==> src/design/blsb_pkg.sv <==
package blsb_pkg;

  // ************************************************************
  // Register map, byte addresses on the APB
  // ************************************************************
  localparam logic [7:0] ADDR_DEST   = 8'h00;
  localparam logic [7:0] ADDR_SRC    = 8'h04;
  localparam logic [7:0] ADDR_IMM    = 8'h08;
  localparam logic [7:0] ADDR_FLAGS  = 8'h0C;
  localparam logic [7:0] ADDR_CMD    = 8'h10;
  localparam logic [7:0] ADDR_RESULT = 8'h14;
  localparam logic [7:0] ADDR_STATUS = 8'h18;

  // ************************************************************
  // Field layout
  // ************************************************************
  localparam int CMD_OP_LSB    = 0;
  localparam int CMD_OP_W      = 5;
  localparam int CMD_IMM_BIT   = 8;
  localparam int CMD_REGPOS_BIT = 9;
  localparam int FLAG_C        = 0;
  localparam int FLAG_V        = 1;
  localparam int FLAG_Z        = 2;
  localparam int FLAG_N        = 3;
  localparam int FLAG_W        = 4;
  localparam int BYTE_W        = 8;
  localparam int BYTE_MSB      = 7;
  localparam int POS_W         = 3;

  // ************************************************************
  // Reset values
  // ************************************************************
  localparam logic [7:0]  RST_BYTE  = 8'h00;
  localparam logic [3:0]  RST_FLAGS = 4'h0;
  localparam logic [31:0] RST_WORD  = 32'h0000_0000;

  // ************************************************************
  // Operations
  // ************************************************************
  typedef enum logic [4:0] {
    OP_AND, OP_OR, OP_XOR, OP_NOT,
    OP_ARITH_SHIFT_LEFT, OP_ARITH_SHIFT_RIGHT,
    OP_LOGIC_SHIFT_LEFT, OP_LOGIC_SHIFT_RIGHT,
    OP_ROTATE_LEFT, OP_ROTATE_RIGHT,
    OP_ROTATE_CARRY_LEFT, OP_ROTATE_CARRY_RIGHT,
    OP_BIT_FORCE_ONE, OP_BIT_FORCE_ZERO, OP_BIT_TOGGLE, OP_BIT_PROBE,
    OP_CARRY_AND_BIT, OP_CARRY_AND_INVERTED_BIT,
    OP_CARRY_OR_BIT, OP_CARRY_OR_INVERTED_BIT,
    OP_ILLEGAL
  } blsb_op_e;

  localparam logic [4:0] OP_COUNT = 5'h14;

  typedef struct packed {
    logic [7:0]  dest;
    logic [7:0]  src;
    logic [7:0]  imm;
    logic [3:0]  flags;
    logic [7:0]  result;
    logic        err;
    logic [31:0] prdata;
    logic        pready;
    logic        pslverr;
  } blsb_state_s;

endpackage : blsb_pkg

==> src/design/blsb_alu.sv <==
// Decided for this implementation: the placing of the registers and the APB slave port.
`timescale 1ns/10ps
module blsb_alu (
  input  wire logic        SYS_CLK,
  input  wire logic        RST_N,
  input  wire logic        PSEL,
  input  wire logic        PENABLE,
  input  wire logic        PWRITE,
  input  wire logic [7:0]  PADDR,
  input  wire logic [31:0] PWDATA,
  output logic      [31:0] PRDATA,
  output logic             PREADY,
  output logic             PSLVERR
);

  blsb_pkg::blsb_state_s st_reg;
  blsb_pkg::blsb_state_s st_next;

  logic                 acc;
  logic                 exec;
  logic                 use_imm;
  logic                 reg_pos;
  logic [4:0]           op_code;
  blsb_pkg::blsb_op_e   cur_op;
  logic [7:0]           a_val;
  logic [7:0]           src_val;
  logic [2:0]           pos;
  logic                 bit_v;
  logic                 cy;

  // ************************************************************
  // Decode helpers
  // ************************************************************
  function automatic logic is_mapped(input logic [7:0] addr);
    is_mapped = (addr == blsb_pkg::ADDR_DEST)   || (addr == blsb_pkg::ADDR_SRC)    ||
                (addr == blsb_pkg::ADDR_IMM)    || (addr == blsb_pkg::ADDR_FLAGS)  ||
                (addr == blsb_pkg::ADDR_CMD)    || (addr == blsb_pkg::ADDR_RESULT) ||
                (addr == blsb_pkg::ADDR_STATUS);
  endfunction : is_mapped

  function automatic blsb_pkg::blsb_op_e to_op(input logic [4:0] code);
    if (code < blsb_pkg::OP_COUNT) begin
      to_op = blsb_pkg::blsb_op_e'(code);
    end else begin
      to_op = blsb_pkg::OP_ILLEGAL;
    end
  endfunction : to_op

  function automatic logic [3:0] nz_flags(input logic [7:0] r, input logic c, input logic v);
    logic [3:0] f;
    f = blsb_pkg::RST_FLAGS;
    f[blsb_pkg::FLAG_N] = r[blsb_pkg::BYTE_MSB];
    f[blsb_pkg::FLAG_Z] = (r == blsb_pkg::RST_BYTE);
    f[blsb_pkg::FLAG_V] = v;
    f[blsb_pkg::FLAG_C] = c;
    nz_flags = f;
  endfunction : nz_flags

  // ************************************************************
  // Operand selection
  // ************************************************************
  assign acc     = PSEL && PENABLE && st_reg.pready;
  assign exec    = acc && PWRITE && (PADDR == blsb_pkg::ADDR_CMD);
  assign op_code = PWDATA[blsb_pkg::CMD_OP_LSB +: blsb_pkg::CMD_OP_W];
  assign cur_op  = to_op(op_code);
  assign use_imm = PWDATA[blsb_pkg::CMD_IMM_BIT];
  assign reg_pos = PWDATA[blsb_pkg::CMD_REGPOS_BIT];
  assign a_val   = st_reg.dest;
  assign src_val = use_imm ? st_reg.imm : st_reg.src;
  assign pos     = reg_pos ? st_reg.src[blsb_pkg::POS_W-1:0]
                           : st_reg.imm[blsb_pkg::POS_W-1:0];
  assign bit_v   = a_val[pos];
  assign cy      = st_reg.flags[blsb_pkg::FLAG_C];

  // ************************************************************
  // Next state
  // ************************************************************
  always_comb begin
    logic [7:0] res;
    logic [3:0] fl;
    logic       wr_back;
    res     = a_val;
    fl      = st_reg.flags;
    wr_back = 1'b0;
    st_next = st_reg;

    // Registered answer, prepared in the setup phase, adds no wait state and keeps PRDATA glitch-free
    st_next.pready  = PSEL && !PENABLE;
    st_next.pslverr = PSEL && !PENABLE && !is_mapped(PADDR);
    if (PSEL && !PENABLE && !PWRITE) begin
      case (PADDR)
        blsb_pkg::ADDR_DEST:   st_next.prdata = {24'h000000, st_reg.dest};
        blsb_pkg::ADDR_SRC:    st_next.prdata = {24'h000000, st_reg.src};
        blsb_pkg::ADDR_IMM:    st_next.prdata = {24'h000000, st_reg.imm};
        blsb_pkg::ADDR_FLAGS:  st_next.prdata = {28'h0000000, st_reg.flags};
        blsb_pkg::ADDR_RESULT: st_next.prdata = {24'h000000, st_reg.result};
        blsb_pkg::ADDR_STATUS: st_next.prdata = {31'h00000000, st_reg.err};
        default:               st_next.prdata = blsb_pkg::RST_WORD;
      endcase
    end

    if (acc && PWRITE) begin
      case (PADDR)
        blsb_pkg::ADDR_DEST:  st_next.dest  = PWDATA[blsb_pkg::BYTE_W-1:0];
        blsb_pkg::ADDR_SRC:   st_next.src   = PWDATA[blsb_pkg::BYTE_W-1:0];
        blsb_pkg::ADDR_IMM:   st_next.imm   = PWDATA[blsb_pkg::BYTE_W-1:0];
        blsb_pkg::ADDR_FLAGS: st_next.flags = PWDATA[blsb_pkg::FLAG_W-1:0];
        default: ;
      endcase
    end

    if (exec) begin
      st_next.err = 1'b0;
      case (cur_op)
        blsb_pkg::OP_AND: begin
          res = a_val & src_val;
          fl  = nz_flags(res, cy, 1'b0);
          wr_back = 1'b1;
        end
        blsb_pkg::OP_OR: begin
          res = a_val | src_val;
          fl  = nz_flags(res, cy, 1'b0);
          wr_back = 1'b1;
        end
        blsb_pkg::OP_XOR: begin
          res = a_val ^ src_val;
          fl  = nz_flags(res, cy, 1'b0);
          wr_back = 1'b1;
        end
        blsb_pkg::OP_NOT: begin
          res = ~a_val;
          fl  = nz_flags(res, cy, 1'b0);
          wr_back = 1'b1;
        end
        blsb_pkg::OP_ARITH_SHIFT_LEFT: begin
          res = {a_val[6:0], 1'b0};
          // Overflow when the sign changes
          fl  = nz_flags(res, a_val[7], a_val[7] ^ a_val[6]);
          wr_back = 1'b1;
        end
        blsb_pkg::OP_ARITH_SHIFT_RIGHT: begin
          res = {a_val[7], a_val[7:1]};
          fl  = nz_flags(res, a_val[0], 1'b0);
          wr_back = 1'b1;
        end
        blsb_pkg::OP_LOGIC_SHIFT_LEFT: begin
          res = {a_val[6:0], 1'b0};
          fl  = nz_flags(res, a_val[7], 1'b0);
          wr_back = 1'b1;
        end
        blsb_pkg::OP_LOGIC_SHIFT_RIGHT: begin
          res = {1'b0, a_val[7:1]};
          fl  = nz_flags(res, a_val[0], 1'b0);
          wr_back = 1'b1;
        end
        blsb_pkg::OP_ROTATE_LEFT: begin
          res = {a_val[6:0], a_val[7]};
          fl  = nz_flags(res, a_val[7], 1'b0);
          wr_back = 1'b1;
        end
        blsb_pkg::OP_ROTATE_RIGHT: begin
          res = {a_val[0], a_val[7:1]};
          fl  = nz_flags(res, a_val[0], 1'b0);
          wr_back = 1'b1;
        end
        blsb_pkg::OP_ROTATE_CARRY_LEFT: begin
          res = {a_val[6:0], cy};
          fl  = nz_flags(res, a_val[7], 1'b0);
          wr_back = 1'b1;
        end
        blsb_pkg::OP_ROTATE_CARRY_RIGHT: begin
          res = {cy, a_val[7:1]};
          fl  = nz_flags(res, a_val[0], 1'b0);
          wr_back = 1'b1;
        end
        blsb_pkg::OP_BIT_FORCE_ONE: begin
          res[pos] = 1'b1;
          wr_back  = 1'b1;
        end
        blsb_pkg::OP_BIT_FORCE_ZERO: begin
          res[pos] = 1'b0;
          wr_back  = 1'b1;
        end
        blsb_pkg::OP_BIT_TOGGLE: begin
          res[pos] = ~bit_v;
          wr_back  = 1'b1;
        end
        blsb_pkg::OP_BIT_PROBE: begin
          fl[blsb_pkg::FLAG_Z] = ~bit_v;
        end
        blsb_pkg::OP_CARRY_AND_BIT: begin
          fl[blsb_pkg::FLAG_C] = cy & bit_v;
        end
        blsb_pkg::OP_CARRY_OR_BIT: begin
          fl[blsb_pkg::FLAG_C] = cy | bit_v;
        end
        blsb_pkg::OP_CARRY_AND_INVERTED_BIT: begin
          if (reg_pos) begin
            st_next.err = 1'b1;
          end else begin
            fl[blsb_pkg::FLAG_C] = cy & ~bit_v;
          end
        end
        blsb_pkg::OP_CARRY_OR_INVERTED_BIT: begin
          if (reg_pos) begin
            st_next.err = 1'b1;
          end else begin
            fl[blsb_pkg::FLAG_C] = cy | ~bit_v;
          end
        end
        default: begin
          st_next.err = 1'b1;
        end
      endcase
      st_next.flags = fl;
      if (wr_back) begin
        st_next.dest   = res;
        st_next.result = res;
      end
    end
  end

  always_ff @(posedge SYS_CLK) begin
    if (!RST_N) begin
      st_reg <= '{dest: blsb_pkg::RST_BYTE, src: blsb_pkg::RST_BYTE,
                  imm: blsb_pkg::RST_BYTE, flags: blsb_pkg::RST_FLAGS,
                  result: blsb_pkg::RST_BYTE, err: 1'b0,
                  prdata: blsb_pkg::RST_WORD, pready: 1'b0, pslverr: 1'b0};
    end else begin
      st_reg <= st_next;
    end
  end

  assign PRDATA  = st_reg.prdata;
  assign PREADY  = st_reg.pready;
  assign PSLVERR = st_reg.pslverr;
endmodule : blsb_alu

==> config.mk <==
export PLATFORM = sky130hd
export DESIGN_NAME = blsb_alu
export DESIGN_NICKNAME = d
export VERILOG_FILES = /design/src/design/blsb_pkg.sv /design/src/design/blsb_alu.sv
export SDC_FILE = /design/constraint.sdc
export NUM_CORES = 1
export LEC_CHECK = 0
export BUFFER_PORTS_ARGS = -buffer_cell sky130_fd_sc_hd__buf_2
export CORE_MARGIN = 5
export CORE_UTILIZATION = 30
export DETAILED_ROUTE_END_ITERATION = 8
export GPL_TIMING_DRIVEN = 0
export PLACE_DENSITY = 0.46
export SLEW_MARGIN = 20
export SYNTH_ARGS = -nofsm -noshare
export SYNTH_HDL_FRONTEND = slang
export SYNTH_SLANG_ARGS = --single-unit
==> constraint.sdc <==
create_clock -name SYS_CLK -period 2.5 [get_ports SYS_CLK]
set_input_delay 0.375 -clock SYS_CLK [delete_from_list [all_inputs] [get_ports SYS_CLK]]
set_output_delay 0.375 -clock SYS_CLK [all_outputs]
set_load 0.1 [all_outputs]
==> impl_results.md <==
- Status: finished, final reports clean
- CTS tree: built
- Syn-to-layout area delta: 16.0%
- Lkg Pwr: 1.99 nW
- Startpoint types: input pin
- Drt wl/cell: 19.6 microns
- CP required: approximately 2.7 ns
- Synth area leaders: dfxtp_1 23%, mux2i_1 10%, buf_4 6.1%, ha_1 5.1%, o21ai_0 4.8%
- Root Buffer: clkbuf_16
- ANT cells: 0
- Routability-driven placement congestion ratio: between 0.9 and 1
- CTS clk-pin slew, worst paths: 0.06 ns
- WS Path Type: in -> reg
- Global-route wire length before repair: 23.3 mm
- Pins Over Slew Limit: 0
- Crit path arrival time: ~2.6 ns
- Max reg flops: 28
- Cell Chain, Critical Path: clkbuf_2 -> mux2i_1 -> inv_1 -> ha_1 -> mux4_2 -> a32oi_1 -> o211ai_1 -> a31oi_1 -> nor2_1
- Post-synth ARST share: 0%
- Simple-gate portion of the synthesized area: 26.0%
- Die Wd: 128 microns
- Share of cells above drive strength 1: 17.7%
- Layout net count: 666
- Cells after synthesis: 546
- Max_cap viols: 0
- Post-synth EDFFs: 0
- Setup violations, final: 0
- Largest family of logic cells by synthesized area: simple AND/OR/NAND/NOR gates
- Total congestion overflow: 0
- Largest net degree at the start of global routing: 14
- Mux contribution to synthesized area: approximately 13%
- Max incr delay on CP: approximately 0.48 ns
- Setup TNS: 0 ns
- I/O Buffers: 27
- Synth top area share: 22.5%
- Clk_lat worst skew: 0.29 ns
- Cell Area, Synth: ~0.0042 sq mm
- Final Hold Viols: 0
- Worst hold-check path type: in -> reg
- Hold-fix buffer count after cts: 0
- Register area share after synthesis: 22.5%
- Post-route minimum period: 2.43 ns
- Compound-cell area share of the yosys netlist: approximately a fifth
- Vert. Die Dim: 128 microns
- Vias in the first global route: ~4100
- Synth Area in Adders: 5.33%
- Io pins: 79
- Vias per Instance: 5.51
- Unrepaired setup endpoints after global routing: false
- Row count: 43
- CORE AREA: 0.0138 sq mm
- Post-DP HPWL: 11.9 mm
- CTS sink cnt: 47
- H-tree depth: 2
- CTS buffer count: 5
- Cell area power density: between 300 and 400 mW/mm^2
- Period utilisation layout: just under 100%
- #FFs+latches synth: 47
- WHS: 0.391 ns
- GRT Util Overall: 18.3%
- VDD IR-drop max: roughly 210 uV
- Starting Density: 30.3%
- Slowest-stage cell, CP: mux4_2
- Netlist cell types: 66
- YS warnings: 0
- Critical Path End Type: flip-flop
- Yosys top cell by area: dfxtp_1
- Synth Area per Inst: 7.65 sq um
- Die ar.: 0.0164 sq mm
- DRC violations left: 0
- Vias post-DR: 4323
- DR pass1 iterations: 5
- Final ANT Viol Nets: 0
- Top FF cell, synth: dfxtp_1
- Max clock buf depth: 2
- Initial antenna violation count: 0
- Worst Skew: 0.00894 ns
- Worst-Margin Slew: approximately 0.95 ns
- CP Max Fanout: 9
- Routed WL: 15.4 mm
- Max-slew headroom: 36.4%
- Xor/xnor cell area share of the yosys netlist: 0.629%
- R2R Setup Slk: 0.10 ns
- Fmax: a little over 400 MHz
- First DRT Iteration DRCs: 484
==> critical path, delay by kind of cell <==
| family | cells | cell delay [ns] |
|---|---|---|
| mux | 2 | 0.86 |
| simple gates | 1 | 0.09 |
| buf+inv | 2 | 0.38 |
| fa+ha+maj | 1 | 0.25 |
| compound gates | 3 | 0.63 |
==> through the flow <==
step | worst slack, ns | utilization (%) | std cells | power, mW | instance area, sq um
after floorplan | 0.0816 | - | 569 | 1.11 | 4270
after global routing | 0.00450 | 35.2 | 784 | 1.92 | 4840
after detailed placement | -0.947 | 33.6 | 776 | 1.19 | 4630
after CTS | 0.0152 | 34.8 | 784 | 1.87 | 4790
final | 0.0714 | 35.2 | 784 | 1.87 | 4840
after global placement | -0.971 | 33.6 | 776 | 1.19 | 4630
==> area by class of cell <==
class | count | area, sq um
repair buffers | 28 | 143
multi-input cells | 432 | 2890
clock inverters | 1 | 5.00
inverters | 18 | 67.6
plain buffers | 72 | 428
fillers | 1502 | 8930
well taps | 180 | 225
clock buffers | 6 | 139
flip-flops and latches | 47 | 943
==> Yosys cell counts (7+ instances only) <==
cell type   n
nor3_1     16
inv_1      18
nand3_1    11
a21oi_1    26
clkbuf_1   23
o22ai_1     7
and2_1      7
nor3b_1     7
a211oi_1    7
nand2b_1   10
o21ai_0    40
nor2b_1    17
nor2_1     46
ha_1       17
dfxtp_1    47
buf_1       8
buf_4      34
o21ai_1     8
nand2_1    45
mux2i_1    42
==> logic make-up (layout without fill, tap and decap cells) <==
logic type	count (synthesis)	in the layout
AOI/OAI and AO/OA	137	137
xor gates and xnor gates	3	3
adders and majority gates	18	18
buffers and inverters	90	125
DFF	47	47
muxes	50	50
other	1	24
and+or+nand+nor	200	200
==> routing by layer <==
layer / vias to the layer above / global-route usage [%] / part of all wire [%]
met3: 27 / 2.92 / 7.2
met5: - / 0 / 0
li1: 2035 / - / -
met2: 216 / 29.5 / 47
met4: 0 / 7.74 / 3.6
met1: 2045 / 24.1 / 43
==> power breakdown <==
part	leakage, nW	internal (mW)	switching (mW)
combinational	1.54	0.103	0.333
sequential	0.380	0.751	0.000783
clock	0.0727	0.391	0.288
total	1.99	1.24	0.622
==> cell usage in the layout (no fill, tap or decap), drive strengths merged, types with 6 or more instances in the layout <==
cell    netlist  layout
buf          49      75
o21ai        48      48
nor2         47      47
dfxtp        47      47
nand2        45      45
mux2i        42      42
clkbuf       23      31
a21oi        26      26
conb          1      24
inv          18      18
nor2b        17      17
ha           17      17
nor3         16      16
nand3        11      11
nand2b       10      10
nor4          9       9
and2          7       7
nor3b         7       7
a211oi        7       7
o22ai         7       7
a22oi         6       6
nand4         6       6
mux2          6       6
==> what timing repair did <==
item | in CTS | in global routing
setup buffers | 1 | 0
setup endpoints to repair | 16 | 17
pin swaps | 1 | 0
gates resized for setup | 6 | 14
==> worst paths after layout <==
kind                                             start                      end  cells after the start
worst max register to register     a_val[0]$_SDFF_PN0_  st_reg[35]$_SDFFE_PN0P_                      8
worst max-delay path                         PWDATA[8]  st_reg[35]$_SDFFE_PN0P_                      9
worst min-delay path                         PWDATA[5]  st_reg[52]$_SDFFE_PN0P_                      3
worst min register to register  PRDATA[7]$_SDFFE_PN0P_   PRDATA[7]$_SDFFE_PN0P_                      2
No activity file was read; power rests on OpenSTA's default activity.
